### config.mk
export PLATFORM = sky130hd
export DESIGN_NAME = acc_ident
export DESIGN_NICKNAME = d
export VERILOG_FILES = /design/src/logic/acc_pkg.sv /design/src/logic/acc_ident.sv
export SDC_FILE = /design/constraint.sdc
export NUM_CORES = 1
export LEC_CHECK = 0
export BUFFER_PORTS_ARGS = -buffer_cell sky130_fd_sc_hd__buf_2
export CELL_PAD_IN_SITES_DETAIL_PLACEMENT = 0
export CELL_PAD_IN_SITES_GLOBAL_PLACEMENT = 1
export CORE_MARGIN = 2
export CORE_UTILIZATION = 35
export DETAILED_ROUTE_END_ITERATION = 10
export PLACE_DENSITY = 0.69
export SLEW_MARGIN = 40
export SYNTH_ARGS = -nofsm -noshare
export SYNTH_HDL_FRONTEND = slang
export SYNTH_SLANG_ARGS = --single-unit
### constraint.sdc
create_clock -name CLK -period 7.15 [get_ports CLK]
set_input_delay 0.3575 -clock CLK [delete_from_list [all_inputs] [get_ports CLK]]
set_output_delay 0.3575 -clock CLK [all_outputs]
set_load 0.01 [all_outputs]
### src/logic/acc_pkg.sv
package acc_pkg;
  localparam int RTC_HZ = 32768;
  localparam int DB_STEP_MS = 10;
  localparam int QUAL_MS = 20;
  localparam int WIN_MS = 100;
  localparam int TD_STEP_MS = 100;
  localparam int STUCK_MS = 1500;
  // rtc tick counts, rounded to the nearest tick
  localparam logic [15:0] DB_STEP = 16'((DB_STEP_MS * RTC_HZ + 500) / 1000);
  localparam logic [15:0] QUAL_TICKS = 16'((QUAL_MS * RTC_HZ + 500) / 1000);
  localparam logic [15:0] WIN_TICKS = 16'((WIN_MS * RTC_HZ + 500) / 1000);
  localparam int TD_STEP = (TD_STEP_MS * RTC_HZ + 500) / 1000;
  localparam logic [15:0] STUCK_DEF = 16'((STUCK_MS * RTC_HZ + 500) / 1000);

  localparam logic [7:0] REG_CTRL = 8'h00;
  localparam logic [7:0] REG_STAT = 8'h04;
  localparam logic [7:0] REG_EVT = 8'h08;

  localparam int EV_ATT = 0;
  localparam int EV_UNK = 1;
  localparam int EV_SDET = 2;
  localparam int EV_OVP = 3;
  localparam int EV_JAM = 4;
  localparam int EV_RCV = 5;
  localparam int EV_AV = 6;
  localparam int EV_W = 7;

  localparam logic [3:0] DT_NONE = 4'h0;
  localparam logic [3:0] DT_USB = 4'h1;
  localparam logic [3:0] DT_UART = 4'h2;
  localparam logic [3:0] DT_AUDIO = 4'h3;
  localparam logic [3:0] DT_AV = 4'h4;
  localparam logic [3:0] DT_DCHG = 4'h5;
  localparam logic [3:0] DT_UCHG = 4'h6;

  localparam logic [4:0] ID_KEY_MIN = 5'h01;
  localparam logic [4:0] ID_KEY_MAX = 5'h09;
  localparam logic [4:0] ID_AV = 5'h0A;
  localparam logic [4:0] ID_UART = 5'h10;
  localparam logic [4:0] ID_AUDIO = 5'h14;

  typedef struct packed {
    logic [3:0] td;
    logic [1:0] ovp_db;
    logic [2:0] lo;
    logic [2:0] hi;
    logic [1:0] db;
  } ctrl_t;
  localparam ctrl_t CTRL_RST = 14'h106C;

  typedef struct packed {
    logic [3:0] dtype;
    logic active;
    logic det_done;
    logic rev;
    logic fwd;
    logic [4:0] adc_res;
    logic adc_st;
    logic id_open;
    logic sense;
  } stat_t;

  typedef struct packed {
    logic sup_hi;
    logic sup_lo;
    logic ovp;
    logic id_open;
    logic dm_win;
    logic dp_win;
    logic key_held;
    logic adc_done;
    logic [4:0] adc_res;
  } sense_t;
  localparam sense_t SENSE_RST = 13'h0200;

  typedef struct packed {
    logic adc_en;
    logic src_dp;
    logic sink_dm;
    logic src_dm;
    logic sink_dp;
    logic [2:0] hi_sel;
    logic [2:0] lo_sel;
  } drive_t;
  localparam drive_t DRV_RST = 11'h01B;

  function automatic logic [15:0] bump(input logic [15:0] c, input logic t);
    return (t && c != 16'hFFFF) ? c + 16'h0001 : c;
  endfunction : bump

  function automatic logic [15:0] db_ticks(input logic [1:0] s);
    return 16'(int'(s) * int'(DB_STEP));
  endfunction : db_ticks

  function automatic logic [15:0] ovp_ticks(input logic [1:0] s);
    return (s == 2'h0) ? 16'h0000 : 16'h0001 << s;
  endfunction : ovp_ticks

  function automatic logic [15:0] td_ticks(input logic [3:0] c);
    return 16'((int'(c) + 1) * TD_STEP);
  endfunction : td_ticks

  function automatic logic is_key(input logic [4:0] r);
    return r >= ID_KEY_MIN && r <= ID_KEY_MAX;
  endfunction : is_key

  function automatic logic [3:0] decide(input logic open, input logic [4:0] r,
                                        input logic fwd, input logic rev);
    if (open) begin
      return rev ? DT_UCHG : (fwd ? DT_DCHG : DT_USB);
    end
    if (r == ID_AV) begin
      return DT_AV;
    end
    if (r == ID_UART) begin
      return DT_UART;
    end
    if (r == ID_AUDIO || is_key(r)) begin
      return DT_AUDIO;
    end
    return DT_NONE;
  endfunction : decide
endpackage : acc_pkg

### src/logic/acc_ident.sv
// Local design decisions: strobed register access and the placing of the registers.
`timescale 1ns/100ps
////////////////////////////////////////////////////////////////////////////////
// Operation
// - attach on id or supply enters active
// - conclusion sets device type and attach flag
// - unidentified accessory sets unknown flag instead
// - debounced supply high raises detect, sense one
// - supply low raises detect at once, sense zero
// - debounce selector picks 0/10/20/30 ms
// - high and low threshold selectors, default 011
// - over-voltage during attach raises debounced flag
// - over-voltage debounce 0/2/4/8 rtc cycles
// - id open sense zero while resistor attached
// - id fall starts, rise detaches, done marks end
// - enable converter, store result, auto clear
// - result 00000 low resistance, 11111 floating
// - key held past 1.5 s flags stuck
// - stuck key release flags recovery, restarts id
// - supply detect starts delay before type check
// - id attached: await id, av ends sequence
// - type enable drives source dp, sink dm
// - dm in window 20 ms flags short
// - short with id attached disconnects, done
// - short with id open tries reverse, done
// - final type combines id and short results
module acc_ident #(
  parameter logic [15:0] STUCK_TICKS = acc_pkg::STUCK_DEF // key hold limit, rtc ticks
) (
  input logic CLK, // 50 MHz system clock
  input logic SYS_RST, // synchronous reset, active high
  input logic CE, // clock enable, all state frozen while low
  input logic RTC_CLK, // 32 kHz rtc clock, sampled as a level
  input logic [7:0] ADDR, // register byte address
  input logic [31:0] WDATA, // register write data
  input logic WR, // write strobe
  input logic RD, // read strobe
  output logic [31:0] RDATA, // read data, valid the cycle after RD
  input acc_pkg::sense_t SENSE_IN, // analog comparators and id converter
  output acc_pkg::drive_t DRIVE_OUT // analog enables and selectors
);
  import acc_pkg::*;

  typedef enum logic [4:0] {
    I_IDLE = 5'h01,
    I_CONV = 5'h02,
    I_KEY = 5'h04,
    I_JAM = 5'h08,
    I_DONE = 5'h10
  } id_st_t;

  typedef enum logic [5:0] {
    P_IDLE = 6'h01,
    P_DELAY = 6'h02,
    P_WAITID = 6'h04,
    P_FWD = 6'h08,
    P_REV = 6'h10,
    P_END = 6'h20
  } p_st_t;

  ////////////////////////////////////////////////////////////////////////////////
  // input synchronisers
  sense_t s1_q;
  sense_t s2_q;
  logic rtc1_q;
  logic rtc2_q;
  logic rtc3_q;
  logic id_open_q;
  logic adc_prev_q;

  always_ff @(posedge CLK) begin
    if (SYS_RST) begin
      s1_q <= SENSE_RST;
      s2_q <= SENSE_RST;
      rtc1_q <= 1'b0;
      rtc2_q <= 1'b0;
      rtc3_q <= 1'b0;
      id_open_q <= 1'b1;
      adc_prev_q <= 1'b0;
    end else if (CE) begin
      s1_q <= SENSE_IN;
      s2_q <= s1_q;
      rtc1_q <= RTC_CLK;
      rtc2_q <= rtc1_q;
      rtc3_q <= rtc2_q;
      id_open_q <= s2_q.id_open;
      adc_prev_q <= s2_q.adc_done;
    end
  end

  // one pulse per rtc period paces every interval counter
  wire tick = rtc2_q & ~rtc3_q;
  wire id_fall = id_open_q & ~s2_q.id_open;
  wire id_rise = ~id_open_q & s2_q.id_open;
  wire adc_rise = s2_q.adc_done & ~adc_prev_q;

  ////////////////////////////////////////////////////////////////////////////////
  // registers and state
  ctrl_t ctrl_q;
  logic [EV_W-1:0] ev_q;
  logic sense_q;
  logic [15:0] sdb_q;
  logic [15:0] ovp_cnt_q;
  logic ovp_hit_q;
  logic active_q;
  logic adc_st_q;
  logic [4:0] adc_res_q;
  id_st_t id_st_q;
  id_st_t id_d;
  logic [15:0] key_cnt_q;
  p_st_t p_st_q;
  p_st_t p_d;
  logic [15:0] p_cnt_q;
  logic [15:0] q_cnt_q;
  logic idw_q;
  logic fwd_q;
  logic rev_q;
  logic det_done_q;
  logic [3:0] dtype_q;

  ////////////////////////////////////////////////////////////////////////////////
  // supply attach debounce and over-voltage
  wire [15:0] db_need = db_ticks(ctrl_q.db);
  wire sdb_hit = s2_q.sup_hi & ~sense_q & (sdb_q >= db_need);
  wire sup_drop = s2_q.sup_lo & sense_q;
  wire sense_rise = sdb_hit & ~s2_q.sup_lo;
  wire sdet_ev = sense_rise | sup_drop;
  wire sdb_idle = ~s2_q.sup_hi | sense_q | s2_q.sup_lo;
  wire [15:0] ovp_need = ovp_ticks(ctrl_q.ovp_db);
  wire ovp_ev = s2_q.ovp & active_q & ~ovp_hit_q & (ovp_cnt_q >= ovp_need);

  always_ff @(posedge CLK) begin
    if (SYS_RST) begin
      sense_q <= 1'b0;
      sdb_q <= 16'h0000;
      ovp_cnt_q <= 16'h0000;
      ovp_hit_q <= 1'b0;
    end else if (CE) begin
      if (sup_drop) begin
        sense_q <= 1'b0;
      end else if (sdb_hit) begin
        sense_q <= 1'b1;
      end
      sdb_q <= sdb_idle ? 16'h0000 : bump(sdb_q, tick);
      ovp_cnt_q <= s2_q.ovp ? bump(ovp_cnt_q, tick) : 16'h0000;
      // one event per over-voltage episode
      ovp_hit_q <= s2_q.ovp & (ovp_hit_q | ovp_ev);
    end
  end

  ////////////////////////////////////////////////////////////////////////////////
  // id identification and stuck key
  wire conv_done = (id_st_q == I_CONV) & adc_rise;
  wire conv_start = (id_d == I_CONV) & (id_st_q != I_CONV);
  wire [4:0] res_now = conv_done ? s2_q.adc_res : adc_res_q;
  wire jam_ev = (id_st_q == I_KEY) & (id_d == I_JAM);
  wire rcv_ev = (id_st_q == I_JAM) & (id_d == I_CONV);
  wire id_done_ev = (id_st_q == I_CONV) & (id_d == I_DONE);

  always_comb begin
    id_d = id_st_q;
    if (id_rise) begin
      id_d = I_IDLE;
    end else if (id_fall) begin
      id_d = I_CONV;
    end else begin
      unique case (id_st_q)
        I_IDLE: begin
        end
        I_CONV: begin
          if (adc_rise) begin
            id_d = is_key(s2_q.adc_res) ? I_KEY : I_DONE;
          end
        end
        I_KEY: begin
          if (!s2_q.key_held) begin
            id_d = I_CONV;
          end else if (key_cnt_q >= STUCK_TICKS) begin
            id_d = I_JAM;
          end
        end
        I_JAM: begin
          if (!s2_q.key_held) begin
            id_d = I_CONV;
          end
        end
        I_DONE: begin
        end
      endcase
    end
  end

  always_ff @(posedge CLK) begin
    if (SYS_RST) begin
      id_st_q <= I_IDLE;
      key_cnt_q <= 16'h0000;
      adc_st_q <= 1'b0;
      adc_res_q <= 5'h1F;
    end else if (CE) begin
      id_st_q <= id_d;
      key_cnt_q <= (id_st_q == I_KEY) ? bump(key_cnt_q, tick) : 16'h0000;
      adc_st_q <= conv_done | (adc_st_q & ~conv_start);
      // converter codes kept as delivered, 00000 shorted to 11111 open
      adc_res_q <= res_now;
    end
  end

  ////////////////////////////////////////////////////////////////////////////////
  // supply type sequence
  wire [15:0] td_need = td_ticks(ctrl_q.td);
  wire q_hit = q_cnt_q >= QUAL_TICKS;
  wire w_end = p_cnt_q >= WIN_TICKS;
  wire fwd_set = (p_st_q == P_FWD) & q_hit & sense_q;
  wire rev_set = (p_st_q == P_REV) & q_hit & sense_q;
  wire in_win = (p_st_q == P_FWD) ? s2_q.dm_win : s2_q.dp_win;
  wire av_ev = (p_st_q == P_WAITID) & (p_d == P_END);
  wire end_ev = ((p_st_q == P_FWD) | (p_st_q == P_REV)) & (p_d == P_END);
  wire id_only_ev = id_done_ev & (p_st_q == P_IDLE) & ~sense_q & ~sense_rise;
  wire conclude = end_ev | id_only_ev;
  wire [3:0] dt_new = decide(id_open_q, res_now, fwd_q | fwd_set, rev_q | rev_set);

  always_comb begin
    p_d = p_st_q;
    if (!sense_q && p_st_q != P_IDLE) begin
      p_d = P_IDLE;
    end else begin
      unique case (p_st_q)
        P_IDLE: begin
          if (sense_rise) begin
            p_d = P_DELAY;
          end
        end
        P_DELAY: begin
          if (p_cnt_q >= td_need) begin
            p_d = (idw_q | ~s2_q.id_open) ? P_WAITID : P_FWD;
          end
        end
        P_WAITID: begin
          if (id_st_q == I_DONE) begin
            p_d = (adc_res_q == ID_AV) ? P_END : P_FWD;
          end
        end
        P_FWD: begin
          if (q_hit) begin
            p_d = s2_q.id_open ? P_REV : P_END;
          end else if (w_end) begin
            p_d = P_END;
          end
        end
        P_REV: begin
          if (q_hit || w_end) begin
            p_d = P_END;
          end
        end
        P_END: begin
        end
      endcase
    end
  end

  always_ff @(posedge CLK) begin
    if (SYS_RST) begin
      p_st_q <= P_IDLE;
      p_cnt_q <= 16'h0000;
      q_cnt_q <= 16'h0000;
      idw_q <= 1'b0;
      fwd_q <= 1'b0;
      rev_q <= 1'b0;
      det_done_q <= 1'b0;
    end else if (CE) begin
      p_st_q <= p_d;
      p_cnt_q <= (p_d != p_st_q) ? 16'h0000 : bump(p_cnt_q, tick);
      // window qualification restarts whenever the line leaves the window
      if (p_d != p_st_q || !in_win) begin
        q_cnt_q <= 16'h0000;
      end else begin
        q_cnt_q <= bump(q_cnt_q, tick);
      end
      idw_q <= (p_d == P_DELAY) & (idw_q | ~s2_q.id_open);
      if (p_d == P_DELAY) begin
        fwd_q <= 1'b0;
        rev_q <= 1'b0;
        det_done_q <= 1'b0;
      end else begin
        fwd_q <= fwd_q | fwd_set;
        rev_q <= rev_q | rev_set;
        det_done_q <= det_done_q | end_ev;
      end
    end
  end

  ////////////////////////////////////////////////////////////////////////////////
  // attach state, device type, events
  wire attach_ev = id_fall | sense_rise;
  wire active_d = attach_ev | (active_q & ~(id_open_q & ~sense_q));
  wire att_ev = av_ev | (conclude & (dt_new != DT_NONE));
  wire unk_ev = conclude & (dt_new == DT_NONE);
  wire sel_ctrl = ADDR == REG_CTRL;
  wire sel_stat = ADDR == REG_STAT;
  wire sel_evt = ADDR == REG_EVT;
  wire [EV_W-1:0] ev_set = {av_ev, rcv_ev, jam_ev, ovp_ev, sdet_ev, unk_ev, att_ev};
  wire [EV_W-1:0] ev_clr = (WR & sel_evt) ? WDATA[EV_W-1:0] : '0;
  stat_t stat;
  assign stat = {dtype_q, active_q, det_done_q, rev_q, fwd_q, adc_res_q, adc_st_q,
                 id_open_q, sense_q};
  wire [31:0] rd_mux = sel_ctrl ? {18'h0, ctrl_q} :
                       sel_stat ? {16'h0, stat} :
                       sel_evt ? {25'h0, ev_q} : 32'h0;

  always_ff @(posedge CLK) begin
    if (SYS_RST) begin
      active_q <= 1'b0;
      dtype_q <= DT_NONE;
      ev_q <= '0;
      ctrl_q <= CTRL_RST;
      RDATA <= 32'h0;
    end else if (CE) begin
      active_q <= active_d;
      if (av_ev) begin
        dtype_q <= DT_AV;
      end else if (conclude) begin
        dtype_q <= dt_new;
      end else if (!active_d) begin
        dtype_q <= DT_NONE;
      end
      // a new event beats a clear in the same cycle
      ev_q <= (ev_q & ~ev_clr) | ev_set;
      if (WR && sel_ctrl) begin
        ctrl_q <= ctrl_t'(WDATA[$bits(ctrl_t)-1:0]);
      end
      RDATA <= RD ? rd_mux : 32'h0;
    end
  end

  always_ff @(posedge CLK) begin
    if (SYS_RST) begin
      DRIVE_OUT <= DRV_RST;
    end else if (CE) begin
      DRIVE_OUT.adc_en <= id_d == I_CONV;
      DRIVE_OUT.src_dp <= p_d == P_FWD;
      DRIVE_OUT.sink_dm <= p_d == P_FWD;
      DRIVE_OUT.src_dm <= p_d == P_REV;
      DRIVE_OUT.sink_dp <= p_d == P_REV;
      DRIVE_OUT.hi_sel <= ctrl_q.hi;
      DRIVE_OUT.lo_sel <= ctrl_q.lo;
    end
  end
endmodule : acc_ident

Yosys cells after proc, flatten, opt, wreduce, memory -nomap -nowiden
Index checks and enable logic that the tools add are counted.
W data, S select, Z words.
{"block": "word_totals", "latch_bits": 0, "mem_bits_rw": 0, "inputBits": 59, "romBits": 0, "mem_count": 0, "wordCells": 260, "register_bits": 201, "output_inout_bits": 43}
{"block": "classes", "reduce_logical": 30, "shift": 1, "n_eq_ne": 33, "n_lt_le_gt_ge": 10, "n_mul": 2, "n_mux": 65, "n_bitwise": 61, "addsub": 6, "n_div": 0}
{"operator": "$mux W16", "count": 14}
{"operator": "$add A16 B1 Y16 const B", "count": 5}
{"operator": "$ne A16 B16 Y1 const B", "count": 5}
{"operator": "$mux W6", "count": 9}
{"operator": "$mux W4", "count": 12}
{"operator": "$mux W5", "count": 8}
{"operator": "$and A1 B1 Y1", "count": 33}
{"operator": "$ge A16 B16 Y1", "count": 2}
{"operator": "$pmux W6 S5", "count": 1}
{"operator": "$eq A5 B4 Y1 const B", "count": 4}
{"operator": "$eq A5 B5 Y1 const B", "count": 4}
{"operator": "$ge A16 B10 Y1 const B", "count": 1}
{"operator": "$ge A16 B11 Y1", "count": 1}
{"operator": "$ge A16 B12 Y1 const B", "count": 1}
{"operator": "$ge A16 B16 Y1 const B", "count": 1}
{"operator": "$mul A5 B12 Y16 const B", "count": 1}
{"operator": "$mux W1", "count": 16}
{"operator": "$reduce_and A2 Y1", "count": 8}
{"operator": "$shl A1 B2 Y16 const A", "count": 1}
{"operator": "$pmux W5 S3", "count": 1}
{"operator": "$mux W7", "count": 2}
{"operator": "$or A1 B1 Y1", "count": 14}
{"operator": "$eq A6 B2 Y1 const B", "count": 2}
{"operator": "$eq A6 B4 Y1 const B", "count": 2}
{"operator": "other kinds (30)", "count": 60}

Longest topological paths before layout
{"block": "depth", "ltp_word": 20, "mapped_depth": 29, "ltp_nobuf": 26}

Worst setup path after synthesis
OpenSTA, ideal clock, no wires.
{"block": "synth_timing", "path_kind": "flip-flop to flip-flop", "start": "register ctrl_q[10] (netlist bit)", "end": "register p_cnt_q[4]", "required_time_ns": 7.076, "synth_period_minus_slack_ns": 5.750, "n_path_buf": 3, "slack_ns": 1.400, "path_stages_with_launch": 29, "setup_time_ns": 0.074, "arrival_ns": 5.676, "cell_sequence": "dfxtp_1 -> ha_1 -> clkbuf_1 -> xor2_1 -> nor2b_1 -> ha_1 -> inv_1 -> fa_1 -> inv_1 -> ha_1 -> nand2_1 -> o21ai_0 -> a31o_2 -> a21oi_1 -> o21ai_0 -> a2111oi_0 -> nor3_1 -> xnor2_1 -> ha_1 -> nand4_1 -> nor2_1 -> a211o_1 -> a311oi_1 -> o2111ai_2 -> nor3_2 -> buf_6 -> buf_6 -> nand4_1 -> o21ai_0"}
{"block": "synth_between", "elab_chain_cells": 9, "word_cells_on_any_way": 10, "classes_between": "add/sub: 1; mul: 1; order compare: 1; eq/ne: 1; mux: 4; reduce/logical: 2"}
{"item": "from (decl)", "line_no": "acc_ident.sv:99", "text": "ctrl_t ctrl_q;"}
{"item": "from (signal assigned)", "line_no": "acc_ident.sv:329", "text": "ctrl_q <= ctrl_t'(WDATA[$bits(ctrl_t)-1:0]);"}
{"item": "$add A4 B1 Y5 (*)", "line_no": "acc_pkg.sv:100", "text": "return 16'((int'(c) + 1) * TD_STEP);"}
{"item": "$mul A5 B12 Y16 (*)", "line_no": "acc_pkg.sv:100"}
{"item": "$ge A16 B16 Y1 (*)", "line_no": "acc_ident.sv:234", "text": "if (p_cnt_q >= td_need) begin"}
{"item": "$mux W6 (*)", "line_no": "acc_ident.sv:234"}
{"item": "$pmux W6 S5 (*)", "line_no": "acc_ident.sv:227", "text": "unique case (p_st_q)"}
{"item": "$mux W6 (*)", "line_no": "acc_ident.sv:224", "text": "if (!sense_q && p_st_q != P_IDLE) begin"}
{"item": "$ne A6 B6 Y1 (*)", "line_no": "acc_ident.sv:272", "text": "p_cnt_q <= (p_d != p_st_q) ? 16'h0000 : bump(p_cnt_q, tick);"}
{"item": "$reduce_bool A2 Y1 (no source line)"}
{"item": "$reduce_and A2 Y1 (no source line)"}
{"item": "to (signal assigned)", "line_no": "acc_ident.sv:272"}
{"item": "to (decl)", "line_no": "acc_ident.sv:113", "text": "logic [15:0] p_cnt_q;"}
Mark *: on every way between the ends. The rest lies on a longest branch, timed or not.
A chain may end at the register's enable or synchronous reset.

Worst setup path in the final report
{"block": "layout_timing", "start": "register ctrl_q[10] (netlist bit)", "end": "register q_cnt_q[4]"}
{"block": "layout_between", "elab_chain_cells": 10, "word_cells_on_any_way": 11, "classes_between": "add/sub: 1; mul: 1; order compare: 1; eq/ne: 1; mux: 4; reduce/logical: 3"}
{"item": "$add A4 B1 Y5 (*)", "line_no": "acc_pkg.sv:100"}
{"item": "$mul A5 B12 Y16 (*)", "line_no": "acc_pkg.sv:100"}
{"item": "$ge A16 B16 Y1 (*)", "line_no": "acc_ident.sv:234"}
{"item": "$mux W6 (*)", "line_no": "acc_ident.sv:234"}
{"item": "$pmux W6 S5 (*)", "line_no": "acc_ident.sv:227"}
{"item": "$mux W6 (*)", "line_no": "acc_ident.sv:224"}
{"item": "$ne A6 B6 Y1 (*)", "line_no": "acc_ident.sv:274", "text": "if (p_d != p_st_q || !in_win) begin"}
{"item": "$logic_or A1 B1 Y1 (*)", "line_no": "acc_ident.sv:274"}
{"item": "$reduce_bool A2 Y1 (no source line)"}
{"item": "$reduce_and A2 Y1 (no source line)"}
{"item": "to (signal assigned)", "line_no": "acc_ident.sv:277", "text": "q_cnt_q <= bump(q_cnt_q, tick);"}
{"item": "to (decl)", "line_no": "acc_ident.sv:114", "text": "logic [15:0] q_cnt_q;"}
Marks and branches as above.

==> impl_metrics.env <==
export IMPL_setup_viol=0
export IMPL_clk_latency_ns=0.44
export IMPL_syn_mean_instance_area_um2=8.10
export IMPL_yosys_area_top_type_share_pct=35.1
export IMPL_num_vias=8899
export IMPL_core_um2=29500
export IMPL_gp_congestion=0.878
export IMPL_dieArea_um2=31200
export IMPL_max_stage_delay_ns=0.54
export IMPL_cts_buffers=17
export IMPL_min_delay_path_depth=3
export IMPL_relSlewSlack_pct=49.4
export IMPL_dieWidth_um=177
export IMPL_drt_initial_drc_count=508
export IMPL_clk_root_buffer_cell="clkbuf_16"
export IMPL_yosysWarnings=0
export IMPL_m1WireLength_um=12800
export IMPL_endpoint_kind="flop"
export IMPL_fmax_mhz=155
export IMPL_drive_above_1_share_pct=10.3
export IMPL_io_pins=102
export IMPL_ys_types=82
export IMPL_grt_pass1_vias=8197
export IMPL_hold_path_class="in2reg"
export IMPL_fin_nets=1432
export IMPL_highest_layer="met4"
export IMPL_grt_pass1_wl_um=43100
export IMPL_netlist_area_um2=10400
export IMPL_n_antenna_cell=0
export IMPL_route_antenna_remaining_nets=0
export IMPL_tritoncts="yes"
export IMPL_ir_drop_v=0.000153
export IMPL_area_growth_pct=10.9
export IMPL_grt_overflow_total=0
export IMPL_track_usage_pct=17.0
export IMPL_synth_largest_area_cell="dfxtp_1"
export IMPL_synthCells=1287
export IMPL_cp_max_fo=27
export IMPL_outcome="completed"
export IMPL_power_density_nw_per_um2=190
export IMPL_rows=63
export IMPL_worstSetupPathType="reg2reg"
export IMPL_dp_hpwl_um=18600
export IMPL_tightest_slew_ns=0.755
export IMPL_viasPerCell=5.19
export IMPL_grt_max_degree=84
export IMPL_p_leak_nw=4.54
export IMPL_fin_crit_ns=6.45
export IMPL_path_delay_family="compound AO/OA/AOI/OAI gates"
export IMPL_synth_top_flop_cell="dfxtp_1"
export IMPL_synth_edff_count=0
export IMPL_synth_area_top_cells="dfxtp_1 35%, ha_1 6.7%, nor2_1 6.4%, mux2i_1 5.4%, nand2_1 4.8%"
export IMPL_cts_path_max_buffers=2
export IMPL_async_reset_ff_share_pct=0
export IMPL_met3_length_um=606
export IMPL_first_pass_iters=5
export IMPL_antenna_found_initial=0
export IMPL_wire_per_inst_um=15.2
export IMPL_power_mw=2.20
export IMPL_required_ns=7.51
export IMPL_finalCritPeriodShare_pct=90.2
export IMPL_start_kind="flop"
export IMPL_hold_viol=0
export IMPL_worstRegToRegCells=25
export IMPL_clkSinkCount=183
export IMPL_wirelength_um=26100
export IMPL_cp_depth=25
export IMPL_clkTransAtPathRegs_ns=0.07
export IMPL_cts_hold_buf=0
export IMPL_rsz0062_at_grt="no"
export IMPL_die_h_um=177
export IMPL_initial_utilization_pct=35.4
export IMPL_synth_seq_area_share_pct=35.1
export IMPL_htree_levels=4
export IMPL_io_buffers=66
export IMPL_critPathBufInv=2
export IMPL_met2_length_um=12300
export IMPL_fin_skew_ns=0.0153
export IMPL_fin_tns_setup_ns=0
export IMPL_timing_max_cap_violations=0
export IMPL_maxSlewViolCount=0
export IMPL_drc=0
export IMPL_cp_arrival_ns=6.81
export IMPL_ys_seq_elements=183
export IMPL_cp_slowest_cell="nor2_4"
export IMPL_cpMostUsedCell="ha_1"
## per-layer routing
metal | GRT usage [%] | vias to the layer above
met2 | 28.3 | 123
met5 | 0 | -
met3 | 2.45 | 21
li1 | - | 4558
met1 | 23.3 | 4197
met4 | 3.89 | 0
## layout by cell type (no fill, tap or decap), types with 18 or more instances in the layout
master,Yosys,final
nand2b_1,25,25
inv_1,43,43
nor2_1,177,175
buf_2,3,64
mux2i_1,56,56
o21ai_0,62,62
nand2_1,133,133
dfxtp_1,183,181
a21oi_1,78,78
a31oi_1,28,28
nor3_1,29,29
ha_1,56,56
xnor2_1,27,27
conb_1,1,18
xor2_1,30,30
nand3_1,34,34
and3_1,22,22
## final timing paths
kind              slack, ns                     from                 endpoint
hold / removal         0.14                WDATA[12]  ctrl_q[12]$_SDFFE_PP1P_
setup reg to reg       0.70  ctrl_q[10]$_SDFFE_PP0P_  q_cnt_q[4]$_SDFFE_PP0P_
hold reg to reg        0.47     ev_q[6]$_SDFFE_PP0P_     ev_q[6]$_SDFFE_PP0P_
setup / recovery       0.70  ctrl_q[10]$_SDFFE_PP0P_  q_cnt_q[4]$_SDFFE_PP0P_
## state kept, by name, indices dropped and copies added, names as in the netlist, 3 cells and up
register / flops
s2_q: 13
dtype_q: 3
RDATA: 15
sdb_q: 16
key_cnt_q: 16
s1_q: 13
ovp_cnt_q: 16
ev_q: 7
adc_res_q: 5
ctrl_q: 14
id_st_q: 5
DRIVE_OUT: 9
q_cnt_q: 16
p_st_q: 6
p_cnt_q: 16
## synth_stat cells (all sizes together), types with 9 or more instances
cell and instances:
dfxtp 183, nor2 178, nand2 134, a21oi 79
o21ai 64, ha 56, mux2i 56, clkbuf 50
inv 43, nand3 34, buf 33, nor3 30
xor2 30, a31oi 29, xnor2 27, nand2b 25
and3 23, nor2b 17, or3 17, nand4 14
nor4 14, a22oi 13, and2 9, o31ai 9
## kinds of logic (layout without fill, tap and decap cells)
group | count (synthesis) | after routing | synth area share, %
AO/OA/AOI/OAI | 264 | 264 | 16.3
XOR/XNOR | 57 | 57 | 4.79
adder cells (fa/ha/maj) | 60 | 60 | 7.49
buffers and inverters | 126 | 147 | 5.58
flip-flops | 183 | 183 | 35.1
multiplexers | 56 | 56 | 5.38
other | 1 | 18 | 0.0360
AND/OR/NAND/NOR | 540 | 540 | 25.3
## power breakdown
part / switching (mW) / internal [mW] / leakage (nW) / total [mW]
combinational: 0.118 / 0.0710 / 2.77 / 0.189
clock: 0.458 / 0.508 / 0.288 / 0.966
sequential: 0.0166 / 1.03 / 1.48 / 1.05
total: 0.593 / 1.61 / 4.54 / 2.20
## through the flow
stage	util (%)	instances	worst slack, ns	cell area (um2)	hold slack [ns]
after floorplan	-	1304	1.40	10500	0.431
after global placement	37.1	1684	0.568	10900	0.444
after detailed placement	37.2	1684	0.540	11000	0.454
after CTS	39.2	1715	0.503	11600	0.117
after global routing	39.2	1715	0.0583	11600	0.139
final	39.2	1715	0.700	11600	0.139
## worst min-delay path, stage by stage
cell,delay (ns)
buf_2,0.08
nand2_1,0.04
nand3b_1,0.06
## final cells by class
| type | instances | area, um2 |
|---|---|---|
| clock buffers | 18 | 439 |
| clock inverters | 13 | 160 |
| fillers | 3099 | 17900 |
| inverters | 43 | 161 |
| multi-input cells | 995 | 6260 |
| flip-flops and latches | 183 | 3670 |
| well taps | 390 | 488 |
| repair buffers | 73 | 392 |
## what timing repair did
item,4_1_cts,5_1_grt
resized for setup,0,1
setup endpoints to repair,0,14
buffers inserted,0,0
Power figures use the tool's default switching activity.
